`src/include/rtrms_map.svh`:
```
// Offsets, field positions, reset values and counts for the receive message store.
// Assumes 16-bit shared memory words and 32-bit AXI4-Lite register data.
`ifndef RTRMS_MAP_SVH
`define RTRMS_MAP_SVH

// AXI4-Lite register byte addresses
`define RTRMS_REG_CTRL 8'h00
`define RTRMS_REG_DESC 8'h04
`define RTRMS_REG_STATUS 8'h08
`define RTRMS_REG_INFO 8'h0C
`define RTRMS_REG_PTR 8'h10
`define RTRMS_REG_MSGS 8'h14
`define RTRMS_CTRL_RST 2'h0
`define RTRMS_DESC_RST 16'h0000
`define RTRMS_CTRL_EN_BIT 0
`define RTRMS_CTRL_PP_BIT 1
`define RTRMS_RESP_OKAY 2'h0
`define RTRMS_RESP_SLVERR 2'h2

// Receive information word fields
`define RTRMS_INFO_CNT_MSB 15
`define RTRMS_INFO_CNT_LSB 11
`define RTRMS_INFO_CHAN_BIT 9
`define RTRMS_INFO_T2T_BIT 8
`define RTRMS_INFO_ME_BIT 7
`define RTRMS_INFO_ILL_BIT 4
`define RTRMS_INFO_TO_BIT 3
`define RTRMS_INFO_XS_BIT 2
`define RTRMS_INFO_PAR_BIT 1
`define RTRMS_INFO_MAN_BIT 0

// Descriptor control word fields and descriptor layout
`define RTRMS_IDX_MSB 15
`define RTRMS_IDX_LSB 8
`define RTRMS_INTX_BIT 7
`define RTRMS_AB_BIT 2
`define RTRMS_DESC_OFS_CTRL 16'h0000
`define RTRMS_DESC_OFS_DPA 16'h0001
`define RTRMS_DESC_OFS_DPB 16'h0002
`define RTRMS_HDR_WORDS 16'h0002
`define RTRMS_IDX_ONE 8'h01
`define RTRMS_IDX_ZERO 8'h00

`endif

```
`src/include/rtrms_pkg.sv`:
```
// Types shared by the receive message store modules.
// Assumes the field positions of rtrms_map.svh.
package rtrms_pkg;

  // Validated receive command as seen by the store
  typedef struct packed {
    logic [4:0] rx_word_count_field;
    logic chan_a;
    logic terminal_to_terminal_flag;
    logic illegal;
  } rtrms_cmd_t;

  // One received data word with its line errors
  typedef struct packed {
    logic [15:0] data;
    logic par_err;
    logic man_err;
  } rtrms_word_t;

  // Message end with count errors
  typedef struct packed {
    logic too_few;
    logic excess;
  } rtrms_end_t;

  typedef enum logic [3:0] {
    ST_IDLE, ST_RD_CTRL, ST_RD_PTR, ST_COLLECT, ST_WR_DATA,
    ST_WR_INFO, ST_WR_TT, ST_WR_CTRL, ST_WR_PTR
  } rtrms_state_t;

endpackage : rtrms_pkg

```
`src/rtl/rtrms_info_pack.sv`:
```
// Assembles the receive information word from command and error flags.
// Pure combinational; the caller registers the inputs.
`timescale 1ns/1ns
`include "rtrms_map.svh"
module rtrms_info_pack (
  input wire rtrms_pkg::rtrms_cmd_t cmd,
  input wire logic too_few_words_flag,
  input wire logic excess_word_flag,
  input wire logic word_parity_error_flag,
  input wire logic biphase_code_error_flag,
  output logic [15:0] info
);
  import rtrms_pkg::*;

  logic message_error_flag;

  // Any cause raises the summary error bit
  assign message_error_flag = cmd.illegal | too_few_words_flag | excess_word_flag
    | word_parity_error_flag | biphase_code_error_flag;

  // Field placement, unused bits zero
  always_comb begin
    info = 16'h0000;
    info[`RTRMS_INFO_CNT_MSB:`RTRMS_INFO_CNT_LSB] = cmd.rx_word_count_field;
    info[`RTRMS_INFO_CHAN_BIT] = cmd.chan_a;
    info[`RTRMS_INFO_T2T_BIT] = cmd.terminal_to_terminal_flag;
    info[`RTRMS_INFO_ME_BIT] = message_error_flag;
    info[`RTRMS_INFO_ILL_BIT] = cmd.illegal;
    info[`RTRMS_INFO_TO_BIT] = too_few_words_flag;
    info[`RTRMS_INFO_XS_BIT] = excess_word_flag;
    info[`RTRMS_INFO_PAR_BIT] = word_parity_error_flag;
    info[`RTRMS_INFO_MAN_BIT] = biphase_code_error_flag;
  end

endmodule : rtrms_info_pack

```
`src/rtl/rtrms_axil_regs.sv`:
```
// AXI4-Lite slave holding control registers and showing store status.
// Assumes one outstanding write and one outstanding read per master.
`timescale 1ns/1ns
`include "rtrms_map.svh"
module rtrms_axil_regs (
  input wire logic clk,
  input wire logic resetn,
  input wire logic [7:0] s_axi_awaddr,
  input wire logic s_axi_awvalid,
  output logic s_axi_awready,
  input wire logic [31:0] s_axi_wdata,
  input wire logic [3:0] s_axi_wstrb,
  input wire logic s_axi_wvalid,
  output logic s_axi_wready,
  output logic [1:0] s_axi_bresp,
  output logic s_axi_bvalid,
  input wire logic s_axi_bready,
  input wire logic [7:0] s_axi_araddr,
  input wire logic s_axi_arvalid,
  output logic s_axi_arready,
  output logic [31:0] s_axi_rdata,
  output logic [1:0] s_axi_rresp,
  output logic s_axi_rvalid,
  input wire logic s_axi_rready,
  output logic [1:0] ctrl,
  output logic [15:0] desc_base,
  input wire logic [15:0] stat_status,
  input wire logic [15:0] stat_info,
  input wire logic [15:0] stat_ptr,
  input wire logic [15:0] stat_msgs
);
  import rtrms_pkg::*;

  logic aw_r, aw_nxt, w_r, w_nxt, b_r, b_nxt, r_r, r_nxt;
  logic [7:0] awaddr_r, awaddr_nxt;
  logic [31:0] wdata_r, wdata_nxt, rdata_r, rdata_nxt;
  logic [3:0] wstrb_r, wstrb_nxt;
  logic [1:0] bresp_r, bresp_nxt, rresp_r, rresp_nxt, ctrl_r, ctrl_nxt;
  logic [15:0] desc_r, desc_nxt;

  // Handshake outputs
  assign s_axi_awready = !aw_r && !b_r;
  assign s_axi_wready = !w_r && !b_r;
  assign s_axi_arready = !r_r;
  assign s_axi_bvalid = b_r;
  assign s_axi_bresp = bresp_r;
  assign s_axi_rvalid = r_r;
  assign s_axi_rdata = rdata_r;
  assign s_axi_rresp = rresp_r;
  assign ctrl = ctrl_r;
  assign desc_base = desc_r;

  // Write and read channel next state
  always_comb begin
    aw_nxt = aw_r;
    w_nxt = w_r;
    b_nxt = b_r;
    r_nxt = r_r;
    awaddr_nxt = awaddr_r;
    wdata_nxt = wdata_r;
    wstrb_nxt = wstrb_r;
    bresp_nxt = bresp_r;
    rdata_nxt = rdata_r;
    rresp_nxt = rresp_r;
    ctrl_nxt = ctrl_r;
    desc_nxt = desc_r;
    if (s_axi_awvalid && s_axi_awready) begin
      aw_nxt = 1'b1;
      awaddr_nxt = s_axi_awaddr;
    end
    if (s_axi_wvalid && s_axi_wready) begin
      w_nxt = 1'b1;
      wdata_nxt = s_axi_wdata;
      wstrb_nxt = s_axi_wstrb;
    end
    if (aw_r && w_r) begin
      aw_nxt = 1'b0;
      w_nxt = 1'b0;
      b_nxt = 1'b1;
      bresp_nxt = `RTRMS_RESP_OKAY;
      unique case (awaddr_r)
        `RTRMS_REG_CTRL: if (wstrb_r[0]) ctrl_nxt = wdata_r[1:0];
        `RTRMS_REG_DESC: begin
          if (wstrb_r[0]) desc_nxt[7:0] = wdata_r[7:0];
          if (wstrb_r[1]) desc_nxt[15:8] = wdata_r[15:8];
        end
        `RTRMS_REG_STATUS, `RTRMS_REG_INFO, `RTRMS_REG_PTR, `RTRMS_REG_MSGS: ;
        default: bresp_nxt = `RTRMS_RESP_SLVERR;
      endcase
    end
    if (b_r && s_axi_bready) b_nxt = 1'b0;
    if (r_r && s_axi_rready) r_nxt = 1'b0;
    if (s_axi_arvalid && s_axi_arready) begin
      r_nxt = 1'b1;
      rresp_nxt = `RTRMS_RESP_OKAY;
      rdata_nxt = 32'h0000_0000;
      unique case (s_axi_araddr)
        `RTRMS_REG_CTRL: rdata_nxt[1:0] = ctrl_r;
        `RTRMS_REG_DESC: rdata_nxt[15:0] = desc_r;
        `RTRMS_REG_STATUS: rdata_nxt[15:0] = stat_status;
        `RTRMS_REG_INFO: rdata_nxt[15:0] = stat_info;
        `RTRMS_REG_PTR: rdata_nxt[15:0] = stat_ptr;
        `RTRMS_REG_MSGS: rdata_nxt[15:0] = stat_msgs;
        default: rresp_nxt = `RTRMS_RESP_SLVERR;
      endcase
    end
  end

  // Register stage
  always_ff @(posedge clk or negedge resetn) begin
    if (!resetn) begin
      aw_r <= 1'b0;
      w_r <= 1'b0;
      b_r <= 1'b0;
      r_r <= 1'b0;
      awaddr_r <= 8'h00;
      wdata_r <= 32'h0000_0000;
      wstrb_r <= 4'h0;
      bresp_r <= 2'h0;
      rdata_r <= 32'h0000_0000;
      rresp_r <= 2'h0;
      ctrl_r <= `RTRMS_CTRL_RST;
      desc_r <= `RTRMS_DESC_RST;
    end else begin
      aw_r <= aw_nxt;
      w_r <= w_nxt;
      b_r <= b_nxt;
      r_r <= r_nxt;
      awaddr_r <= awaddr_nxt;
      wdata_r <= wdata_nxt;
      wstrb_r <= wstrb_nxt;
      bresp_r <= bresp_nxt;
      rdata_r <= rdata_nxt;
      rresp_r <= rresp_nxt;
      ctrl_r <= ctrl_nxt;
      desc_r <= desc_nxt;
    end
  end

endmodule : rtrms_axil_regs

```
`src/rtl/rtrms_rx_store.sv`:
```
// Receive message store: writes info word, time tag and data of each
// receive message into shared memory and maintains the descriptor index.
// Assumes a decoder offering commands, words and message end by valid/ready
// and a 16-bit memory port that answers each request with one ack.
//
// Implementation choices: the AXI4-Lite register port and the register offsets.
`timescale 1ns/1ns
`include "rtrms_map.svh"
module rtrms_rx_store (
  input wire logic clk,
  input wire logic resetn,
  input wire logic [7:0] s_axi_awaddr,
  input wire logic s_axi_awvalid,
  output logic s_axi_awready,
  input wire logic [31:0] s_axi_wdata,
  input wire logic [3:0] s_axi_wstrb,
  input wire logic s_axi_wvalid,
  output logic s_axi_wready,
  output logic [1:0] s_axi_bresp,
  output logic s_axi_bvalid,
  input wire logic s_axi_bready,
  input wire logic [7:0] s_axi_araddr,
  input wire logic s_axi_arvalid,
  output logic s_axi_arready,
  output logic [31:0] s_axi_rdata,
  output logic [1:0] s_axi_rresp,
  output logic s_axi_rvalid,
  input wire logic s_axi_rready,
  input wire logic cmd_valid,
  input wire rtrms_pkg::rtrms_cmd_t cmd,
  input wire logic [15:0] time_tag,
  output logic cmd_ready,
  input wire logic word_valid,
  input wire rtrms_pkg::rtrms_word_t word,
  output logic word_ready,
  input wire logic end_valid,
  input wire rtrms_pkg::rtrms_end_t end_info,
  output logic end_ready,
  output logic mem_req,
  output logic mem_we,
  output logic [15:0] mem_addr,
  output logic [15:0] mem_wdata,
  input wire logic [15:0] mem_rdata,
  input wire logic mem_ack,
  output logic index_zero_event
);
  import rtrms_pkg::*;

  rtrms_state_t state_r, state_nxt;
  rtrms_cmd_t cmd_r, cmd_nxt;
  logic [15:0] tt_r, tt_nxt, cw_r, cw_nxt, bptr_r, bptr_nxt, cnt_r, cnt_nxt;
  logic [15:0] wd_r, wd_nxt, info_r, info_nxt, msgs_r, msgs_nxt;
  logic par_r, par_nxt, man_r, man_nxt, to_r, to_nxt, xs_r, xs_nxt;
  logic evt_r, evt_nxt;
  logic [1:0] ctrl;
  logic [15:0] desc_base, info_w;
  logic [7:0] idx;
  logic pingpong, enable, me, advance;

  assign enable = ctrl[`RTRMS_CTRL_EN_BIT];
  assign pingpong = ctrl[`RTRMS_CTRL_PP_BIT];
  assign idx = cw_r[`RTRMS_IDX_MSB:`RTRMS_IDX_LSB];
  assign me = info_w[`RTRMS_INFO_ME_BIT];
  // Pointer advances only for clean index-mode messages with index left
  assign advance = !pingpong && !me && (idx != `RTRMS_IDX_ZERO);

  // Register slave
  rtrms_axil_regs u_regs (
    .clk(clk), .resetn(resetn),
    .s_axi_awaddr(s_axi_awaddr), .s_axi_awvalid(s_axi_awvalid),
    .s_axi_awready(s_axi_awready), .s_axi_wdata(s_axi_wdata),
    .s_axi_wstrb(s_axi_wstrb), .s_axi_wvalid(s_axi_wvalid),
    .s_axi_wready(s_axi_wready), .s_axi_bresp(s_axi_bresp),
    .s_axi_bvalid(s_axi_bvalid), .s_axi_bready(s_axi_bready),
    .s_axi_araddr(s_axi_araddr), .s_axi_arvalid(s_axi_arvalid),
    .s_axi_arready(s_axi_arready), .s_axi_rdata(s_axi_rdata),
    .s_axi_rresp(s_axi_rresp), .s_axi_rvalid(s_axi_rvalid),
    .s_axi_rready(s_axi_rready),
    .ctrl(ctrl), .desc_base(desc_base),
    .stat_status({idx, 7'h00, (state_r != ST_IDLE)}),
    .stat_info(info_r), .stat_ptr(cnt_r), .stat_msgs(msgs_r)
  );

  // Info word from held command and accumulated errors
  rtrms_info_pack u_info (
    .cmd(cmd_r),
    .too_few_words_flag(to_r),
    .excess_word_flag(xs_r),
    .word_parity_error_flag(par_r),
    .biphase_code_error_flag(man_r),
    .info(info_w)
  );

  // Decoder handshakes
  assign cmd_ready = enable && (state_r == ST_IDLE);
  assign word_ready = (state_r == ST_COLLECT);
  assign end_ready = (state_r == ST_COLLECT) && !word_valid; // Pending word goes first
  assign index_zero_event = evt_r;

  // Memory request decode
  always_comb begin
    mem_req = 1'b1;
    mem_we = 1'b1;
    mem_addr = 16'h0000;
    mem_wdata = 16'h0000;
    unique case (state_r)
      ST_RD_CTRL: begin
        mem_we = 1'b0;
        mem_addr = desc_base + `RTRMS_DESC_OFS_CTRL;
      end
      ST_RD_PTR: begin
        mem_we = 1'b0;
        mem_addr = desc_base + ((pingpong && !cw_r[`RTRMS_AB_BIT]) ?
          `RTRMS_DESC_OFS_DPB : `RTRMS_DESC_OFS_DPA);
      end
      ST_WR_DATA: begin
        mem_addr = cnt_r;
        mem_wdata = wd_r;
      end
      ST_WR_INFO: begin
        mem_addr = bptr_r;
        mem_wdata = info_w;
      end
      ST_WR_TT: begin
        mem_addr = bptr_r + 16'h0001;
        mem_wdata = tt_r;
      end
      ST_WR_CTRL: begin
        mem_addr = desc_base + `RTRMS_DESC_OFS_CTRL;
        mem_wdata = {idx - `RTRMS_IDX_ONE, cw_r[`RTRMS_IDX_LSB-1:0]};
      end
      ST_WR_PTR: begin
        mem_addr = desc_base + `RTRMS_DESC_OFS_DPA;
        mem_wdata = cnt_r;
      end
      default: begin
        mem_req = 1'b0;
        mem_we = 1'b0;
      end
    endcase
  end

  // Message sequence next state
  always_comb begin
    state_nxt = state_r;
    cmd_nxt = cmd_r;
    tt_nxt = tt_r;
    cw_nxt = cw_r;
    bptr_nxt = bptr_r;
    cnt_nxt = cnt_r;
    wd_nxt = wd_r;
    info_nxt = info_r;
    msgs_nxt = msgs_r;
    par_nxt = par_r;
    man_nxt = man_r;
    to_nxt = to_r;
    xs_nxt = xs_r;
    evt_nxt = 1'b0;
    unique case (state_r)
      ST_IDLE: if (cmd_valid && cmd_ready) begin
        cmd_nxt = cmd;
        tt_nxt = time_tag;
        {par_nxt, man_nxt, to_nxt, xs_nxt} = 4'h0;
        state_nxt = ST_RD_CTRL;
      end
      ST_RD_CTRL: if (mem_ack) begin
        cw_nxt = mem_rdata;
        state_nxt = ST_RD_PTR;
      end
      ST_RD_PTR: if (mem_ack) begin
        bptr_nxt = mem_rdata;
        cnt_nxt = mem_rdata + `RTRMS_HDR_WORDS;
        state_nxt = ST_COLLECT;
      end
      ST_COLLECT: begin
        if (word_valid) begin
          wd_nxt = word.data;
          par_nxt = par_r | word.par_err;
          man_nxt = man_r | word.man_err;
          state_nxt = ST_WR_DATA;
        end else if (end_valid) begin
          to_nxt = end_info.too_few;
          xs_nxt = end_info.excess;
          state_nxt = ST_WR_INFO;
        end
      end
      ST_WR_DATA: if (mem_ack) begin
        cnt_nxt = cnt_r + 16'h0001;
        state_nxt = ST_COLLECT;
      end
      ST_WR_INFO: if (mem_ack) begin
        info_nxt = info_w;
        state_nxt = ST_WR_TT;
      end
      ST_WR_TT: if (mem_ack) begin
        msgs_nxt = msgs_r + 16'h0001;
        state_nxt = advance ? ST_WR_CTRL : ST_IDLE;
      end
      ST_WR_CTRL: if (mem_ack) begin
        evt_nxt = (idx == `RTRMS_IDX_ONE) && cw_r[`RTRMS_INTX_BIT];
        state_nxt = ST_WR_PTR;
      end
      ST_WR_PTR: if (mem_ack) state_nxt = ST_IDLE;
    endcase
  end

  // Register stage
  always_ff @(posedge clk or negedge resetn) begin
    if (!resetn) begin
      state_r <= ST_IDLE;
      cmd_r <= '0;
      tt_r <= 16'h0000;
      cw_r <= 16'h0000;
      bptr_r <= 16'h0000;
      cnt_r <= 16'h0000;
      wd_r <= 16'h0000;
      info_r <= 16'h0000;
      msgs_r <= 16'h0000;
      par_r <= 1'b0;
      man_r <= 1'b0;
      to_r <= 1'b0;
      xs_r <= 1'b0;
      evt_r <= 1'b0;
    end else begin
      state_r <= state_nxt;
      cmd_r <= cmd_nxt;
      tt_r <= tt_nxt;
      cw_r <= cw_nxt;
      bptr_r <= bptr_nxt;
      cnt_r <= cnt_nxt;
      wd_r <= wd_nxt;
      info_r <= info_nxt;
      msgs_r <= msgs_nxt;
      par_r <= par_nxt;
      man_r <= man_nxt;
      to_r <= to_nxt;
      xs_r <= xs_nxt;
      evt_r <= evt_nxt;
    end
  end
endmodule : rtrms_rx_store

```
`config.mk`:
```
export PLATFORM = sky130hd
export DESIGN_NAME = rtrms_rx_store
export DESIGN_NICKNAME = d
export VERILOG_FILES = /design/src/include/rtrms_pkg.sv /design/src/rtl/rtrms_info_pack.sv /design/src/rtl/rtrms_axil_regs.sv /design/src/rtl/rtrms_rx_store.sv
export VERILOG_INCLUDE_DIRS = /design/src /design/src/include
export SDC_FILE = /design/constraint.sdc
export NUM_CORES = 1
export LEC_CHECK = 0
export BUFFER_PORTS_ARGS = -buffer_cell sky130_fd_sc_hd__buf_2
export CORE_AREA = 2 2 122 243
export CTS_CLUSTER_DIAMETER = 40
export DETAILED_ROUTE_END_ITERATION = 10
export DIE_AREA = 0 0 124 245
export HOLD_SLACK_MARGIN = 0.15
export PLACE_DENSITY = 0.6
export SYNTH_ARGS = -nofsm -noshare
export SYNTH_HDL_FRONTEND = slang
export SYNTH_SLANG_ARGS = --single-unit
```
`constraint.sdc`:
```
create_clock -name clk -period 3.8 [get_ports clk]
set_input_delay 0 -clock clk [delete_from_list [all_inputs] [get_ports clk]]
set_output_delay 0 -clock clk [all_outputs]
set_load 0.1 [all_outputs]
```
==> impl_metrics.py, run 1 <==
metrics = {
    "sta": {
        "hold_viol": 0,
        "fin_skew_ns": 0.0133,
        "final-setup-viol-count": 0,
        "timing.final.crit_period_ns": 3.57,
        "fin_crit_sh_pct": 93.9,
        "fmax_mhz": 280,
        "fin_tns_setup_ns": 0,
        "worstMarginPinSlew_ns": 1.21,
        "slew_viol_final": 0,
        "rsz0062_at_grt": "false",
        "slew_headroom_pct": 19.4,
    },
    "global_route": {
        "grt_usage_pct": 24.5,
        "grt_max_degree": 123,
        "first_global_vias": 9607,
        "antenna_found_initial": 1,
        "grt_pass1_wl_mm": 55.6,
        "grt-ovfl-total": 0,
    },
    "cells_and_area": {
        "nFillCells": 2660,
        "syn2layout_area_growth_pct": 25.0,
        "post-route-util_pct": 47.9,
        "nets": 1431,
        "finalInstanceArea_sq_mm": 0.0137,
        "antenna_cells": 0,
        "final_cells": 1671,
        "drive_above_1_share_pct": 28.6,
    },
    "logic_synthesis": {
        "yosysSeqAreaShare_pct": 43.8,
        "yosys_most_used_dff": "dfrtp_1",
        "ys_ff_latch": 192,
        "synthTopCellsByCount": "192 x dfrtp_1, 129 x mux2_2, 85 x nand2_1, 47 x nor2_1, 46 x nand3_1",
        "synthDistinctLibCells": 78,
        "ys_warn_count": 0,
        "synthesis.area_sq_mm": 0.0110,
        "yosys.area.top_type": "dfrtp_1",
        "synthArstFlopShare_pct": 100,
        "yosysMostFrequentCell": "dfrtp_1",
        "synthDominantCellAreaShare_pct": 43.8,
        "avgSynthCellArea_sq_um": 10.4,
        "synth_area_leaders": "dfrtp_1 44%, mux2_2 13%, xnor2_1 3.0%, nand2_1 2.9%, a22oi_1 2.6%",
        "synthCells": 1060,
        "synth_edf_count": 0,
    },
    "detailed_routing": {
        "vias_per_cell": 5.82,
        "drtIter0Drc": 755,
        "drc": 0,
        "ant_nets": 0,
        "avgRoutedWirePerCell_um": 21.9,
        "firstDrtPassIters": 6,
        "totalWireLength_mm": 36.7,
        "routed-via-count": 9728,
    },
    "setup_path": {
        "cp_slowest_stage_delay_ns": 0.75,
        "path_class": "reg2out",
        "worstPathRequired_ns": 3.80,
        "arrival_ns": 3.57,
        "crit_path_top_delay_cell": "dfrtp_1",
        "critPathLaunchType": "register",
        "crit_fanout": 26,
        "crit_path_frequent_cell": "buf_4",
        "crit_buf_inv": 3,
        "path_cells": "nor4b_4 -> buf_4 -> buf_4 -> and4_1 -> o21ai_0 -> o31a_1 -> o211ai_1 -> buf_2",
        "critPathCaptureType": "output port",
        "cpLargestDelayFamily": "buffers and inverters",
    },
    "die": {
        "die-area_sq_mm": 0.0304,
        "die_y_um": 245,
        "rows": 88,
        "core_area_sq_mm": 0.0286,
        "start_util_pct": 38.4,
        "ios": 202,
        "die_w_um": 124,
    },
    "clock_network": {
        "htreeDepth": 4,
        "post_cts_buffers": 0,
        "clockRootBuffer": "clkbuf_16",
        "worstSkewPairLatency_ns": 0.46,
        "clk_pin_slew_ns": 0.08,
        "cts_made_buffers": 17,
        "post_cts_resized": 0,
        "cts_tree": "yes",
        "clock_sinks": 192,
        "cts_max_path_buffers": 2,
    },
    "placement": {
        "globalplace.congestion": 0.956,
        "placed_cells": 1530,
        "portBuffers": 165,
        "place_area_sq_mm": 0.0120,
        "dp_hpwl_mm": 26.0,
    },
    "outcome": {
        "status": "finished, final reports clean",
    },
    "run": {
        "maxCapViolations": 0,
    },
    "worst_hold_path": {
        "hold_path_class": "in2reg",
    },
    "power_and_ir_drop": {
        "leakagePower_nw": 6.05,
        "ir_drop_mv": 0.867,
        "powerDensity_mw_per_mm2": 760,
    },
}
## worst paths after layout
kind / to / startpoint / slack, ns / cells after the start
setup / recovery: mem_addr[10] / state_r[3] / 0.23 / 8
hold / removal: par_r / cmd_valid / 0.18 / 5
setup reg to reg: msgs_r[12] / state_r[2] / 0.97 / 5
hold reg to reg: msgs_r[15] / msgs_r[15] / 0.48 / 1
max in group asynchronous: bptr_r[5] / resetn / 2.63 / 3
min in group asynchronous: u_regs.s_axi_rdata[12] / resetn / 0.25 / 2
## sequential cells by signal, indices dropped and copies added (netlist names), 2 cells and up
register / cells
u_regs.s_axi_rdata: 16
u_regs.wdata_r: 16
bptr_r: 16
u_regs.awaddr_r: 8
u_regs.desc_base: 16
tt_r: 16
cmd_r: 8
u_regs.wstrb_r: 2
info_r: 13
state_r: 4
cnt_r: 16
cw_r: 16
msgs_r: 16
wd_r: 16
u_regs.ctrl: 2
## layer usage
layer | vias to the layer above | routed length, um | global-route usage [%]
met2 | 410 | 18200 | 40.2
met1 | 4836 | 14700 | 30.8
li1 | 4399 | - | -
met5 | - | 0 | 0
met4 | 0 | 1510 | 11.0
met3 | 83 | 2240 | 5.00
## area by class of cell
class	count	area [sq um]	area share, %
Tap cell	360	450	3.28
Sequential cell	192	4800	35.0
Clock inverter	15	160	1.17
Multi-Input combinational cell	771	5680	41.4
Inverter	19	71.3	0.520
Clock buffer	17	425	3.10
Timing Repair Buffer	297	2130	15.5
## kinds of logic after synthesis
logic type                 Yosys count  share of synthesized area, %
AOI/OAI and AO/OA                  234                          15.3
xor gates and xnor gates            55                          4.39
adders and majority gates           10                          1.21
buffers and inverters              114                          5.07
DFF                                192                          43.8
muxes                              139                          14.4
other                                1                        0.0342
and+or+nand+nor                    315                          15.9
## worst reg2reg max path: stages (launching register included)
cell and delay (ns):
dfrtp_1 0.78, and4bb_2 0.90, nand4_1 0.30, nor3_1 0.40
and3_1 0.24, xor2_1 0.15
## report_power, final
part           leakage (nW)  total [mW]  switching [mW]  internal, mW
clock                 0.281        1.80           0.916         0.881
sequential             2.41        3.67           0.981          2.69
combinational          3.35        4.96            3.43          1.53
## placed cells by master (no fill, tap or decap), drive strengths merged, types with 9 or more instances in the layout
cell type and n:
a31oi 9, and2 11, o211ai 10, dlygate4sd3 109, a22oi 38, ha 9, mux2 129, xnor2 38
a22o 9, nor2 49, a221oi 16, and3 23, nand3 48, nand4 17, nor4 14, dfrtp 192
clkbuf 18, conb 18, a221o 11, nor3 18, a222oi 14, a21oi 40, o21ai 48, nand2 85
xor2 17, inv 27, buf 187
## per-stage QoR
stage          total power, mW  hold WS (ns)  setup slack, ns
2_1_floorplan             7.28        -0.296           0.0640
3_3_place_gp              8.43         0.179            0.765
3_5_place_dp              8.53         0.186            0.731
4_1_cts                   10.4         0.162            0.228
5_1_grt                   10.9         0.193           0.0412
6_report                  10.4         0.176            0.230
## repair_timing
item	4_1_cts	5_1_grt
endpoints found under the setup margin	0	0
hold buffers	109	0
hold endpoints to repair	265	0
Power figures use the tool's default switching activity.
==> run 2: changes to the inputs <==
--- a/config.mk
+++ b/config.mk
@@ -6,6 +6,7 @@
 export SDC_FILE = /design/constraint.sdc
 export NUM_CORES = 1
 export LEC_CHECK = 0
+export ABC_AREA = 1
 export BUFFER_PORTS_ARGS = -buffer_cell sky130_fd_sc_hd__buf_2
 export CORE_AREA = 2 2 122 243
 export CTS_CLUSTER_DIAMETER = 40
==> impl_metrics.py, run 2 <==
metrics = {
    "logic_synthesis": {
        "avgSynthCellArea_sq_um": 7.28,
        "ys_ff_latch": 192,
        "yosys_most_used_dff": "dfrtp_1",
        "synthArstFlopShare_pct": 100,
        "yosysSeqAreaShare_pct": 43.7,
        "synthDominantCellAreaShare_pct": 43.7,
        "synthDistinctLibCells": 50,
        "yosys.area.top_type": "dfrtp_1",
        "synthTopCellsByCount": "491 x nand2_1, 192 x dfrtp_1, 149 x inv_1, 136 x nor2_1, 131 x o21ai_0",
        "synth_area_leaders": "dfrtp_1 44%, nand2_1 17%, o21ai_0 6.0%, inv_1 5.1%, nor2_1 4.6%",
        "ys_warn_count": 0,
        "yosysMostFrequentCell": "nand2_1",
        "synth_edf_count": 0,
        "synthCells": 1509,
        "synthesis.area_sq_mm": 0.0110,
    },
    "power_and_ir_drop": {
        "powerDensity_mw_per_mm2": 660,
        "ir_drop_mv": 0.516,
        "leakagePower_nw": 6.99,
        "p_total_mw": 9.29,
    },
    "placement": {
        "pre_cts_slack_ns": 0.975,
        "place_area_sq_mm": 0.0121,
        "globalplace.congestion": 0.940,
        "dp_hpwl_mm": 28.0,
        "portBuffers": 165,
    },
    "setup_path": {
        "r2r_end": "cmd_r[2]",
        "crit_path_top_delay_cell": "dfrtp_1",
        "r2r_start": "state_r[1]",
        "worstPathRequired_ns": 3.80,
        "cp_slowest_stage_delay_ns": 0.51,
        "reg2regPathDepth": 7,
        "arrival_ns": 3.38,
        "crit_buf_inv": 3,
        "crit_path_frequent_cell": "nand2_1",
        "crit_fanout": 5,
        "critPathLaunchType": "register",
        "worst-path-stages": 13,
        "cpLargestDelayFamily": "simple AND/OR/NAND/NOR gates",
        "endpoint": "mem_addr[10]",
        "reg2reg_slack_ns": 0.71,
        "path_class": "reg2out",
        "critPathCaptureType": "output port",
        "path_cells": "inv_1 -> nor2_1 -> inv_1 -> ha_1 -> fa_1 -> nand2_1 -> nor2_1 -> nand2_1 -> o21ai_0 -> a21oi_1 -> a211oi_1 -> nand2_1 -> buf_2",
        "crit_start": "u_regs.ctrl[1]",
    },
    "die": {
        "start_util_pct": 38.4,
        "die_y_um": 245,
        "ios": 202,
        "core_area_sq_mm": 0.0286,
        "rows": 88,
        "die_w_um": 124,
        "die-area_sq_mm": 0.0304,
    },
    "sta": {
        "hold_viol": 0,
        "fin_skew_ns": 0.0128,
        "fin_crit_sh_pct": 88.8,
        "worstMarginPinSlew_ns": 0.978,
        "fmax_mhz": 296,
        "timing.final.crit_period_ns": 3.38,
        "slew_viol_final": 0,
        "setup_slack_ns": 0.424,
        "final-setup-viol-count": 0,
        "rsz0062_at_grt": "false",
        "slew_headroom_pct": 34.6,
        "fin_tns_setup_ns": 0,
    },
    "global_route": {
        "grt_max_degree": 117,
        "grt-ovfl-total": 0,
        "busiest_layer": "met2",
        "grt_usage_pct": 25.5,
        "grt_pass1_wl_mm": 58.3,
        "antenna_found_initial": 0,
        "gr-usage-met1_pct": 31.8,
        "use_met3_pct": 3.79,
        "grtUsageMet2_pct": 43.2,
        "first_global_vias": 10795,
    },
    "clock_network": {
        "cts_made_buffers": 17,
        "cts_tree": "yes",
        "clk_pin_slew_ns": 0.07,
        "htreeDepth": 4,
        "clock_sinks": 192,
        "post_cts_resized": 0,
        "clockRootBuffer": "clkbuf_16",
        "cts_max_path_buffers": 2,
        "worstSkewPairLatency_ns": 0.46,
    },
    "run": {
        "maxCapViolations": 0,
    },
    "cells_and_area": {
        "nets": 1925,
        "final_common_cell": "nand2_1",
        "nFillCells": 2890,
        "syn2layout_area_growth_pct": 27.9,
        "final_cell_mix": "491 x nand2_1, 192 x dfrtp_1, 164 x buf_2",
        "antenna_cells": 0,
        "drive_above_1_share_pct": 14.0,
        "finalInstanceArea_sq_mm": 0.0141,
    },
    "detailed_routing": {
        "drtIter0Drc": 949,
        "drc": 0,
        "avgRoutedWirePerCell_um": 17.4,
        "firstDrtPassIters": 6,
        "vias_per_cell": 5.15,
        "ant_nets": 0,
        "routed-via-count": 11155,
        "totalWireLength_mm": 37.8,
    },
    "worst_hold_path": {
        "hold_path_class": "in2reg",
        "hold_start": "word_valid",
    },
    "outcome": {
        "status": "finished, final reports clean",
    },
}
==> run 2: changes by cell type after synthesis, moves of 14 or more <==
cell / before / now
nand2_1: 85 / 491
inv_1: 19 / 149
mux2_2: 129 / 13
nor2_1: 47 / 136
o21ai_0: 45 / 131
nand3_1: 46 / 95
a22oi_1: 38 / 2
xnor2_1: 38 / 8
and3_1: 23 / 0
a21oi_1: 40 / 57
a222oi_1: 14 / 0
==> run 2: metal layers <==
layer,vias to the layer above,wire length (um)
met2,414,19000
met1,5221,15000
met5,-,0
met3,79,2170
li1,5441,-
met4,0,1580
==> run 2: cells by family after synthesis <==
kind of cell | Yosys count | synth area share (%)
other cells | 1 | 0.0341
compound gates | 255 | 13.0
xor+xnor | 27 | 2.15
buf+inv | 224 | 8.48
simple gates | 787 | 30.1
flops | 192 | 43.7
mux | 13 | 1.33
fa+ha+maj | 10 | 1.21
==> run 2: worst reg2reg max path, stage by stage, from the launching register on <==
cell and delay, ns:
dfrtp_1 0.49, nor2_8 0.45, nand2_2 0.25, nor3b_4 0.48, nand2_1 0.10, dlygate4sd3_1 0.58, o21ai_0 0.09, dlygate4sd3_1 0.58
==> run 2: final cells by class <==
type                            instances  area [sq um]  area share [%]
Clock buffer                           20           467            3.32
Clock inverter                         12           121           0.863
Inverter                              155           582            4.14
Multi-Input combinational cell       1110          5320            37.8
Sequential cell                       192          4800            34.2
Tap cell                              360           450            3.20
Timing Repair Buffer                  316          2320            16.5
==> run 2: power by group <==
| part | internal, mW | switching, mW | leakage [nW] |
|---|---|---|---|
| clock network | 0.973 | 0.856 | 0.293 |
| logic | 1.07 | 3.09 | 4.33 |
| registers | 2.70 | 0.593 | 2.37 |
| total | 4.74 | 4.54 | 6.99 |
==> run 2: what timing repair did <==
action / 4_1_cts / 5_1_grt
setup buffers: 0 / 0
hold buffers: 134 / 0
hold endpoints to repair: 254 / 0
==> run 2: how the worst min path moves through the flow <==
| stage | end | depth (start not counted) |
|---|---|---|
| floorplan | bptr_r[0] | 0 |
| global placement | wd_r[7] | 3 |
| detailed placement | wd_r[11] | 3 |
| CTS | wd_r[15] | 6 |
| global route | state_r[3] | 5 |
| finish | wd_r[15] | 6 |
==> run 2: stage by stage <==
stage | std cells | hold WS (ns) | utilization (%)
2_1_floorplan | 1526 | -0.296 | -
3_3_place_gp | 1999 | 0.202 | 42.4
3_5_place_dp | 1999 | 0.207 | 42.4
4_1_cts | 2165 | 0.162 | 49.1
5_1_grt | 2165 | 0.210 | 49.1
6_report | 2165 | 0.183 | 49.1
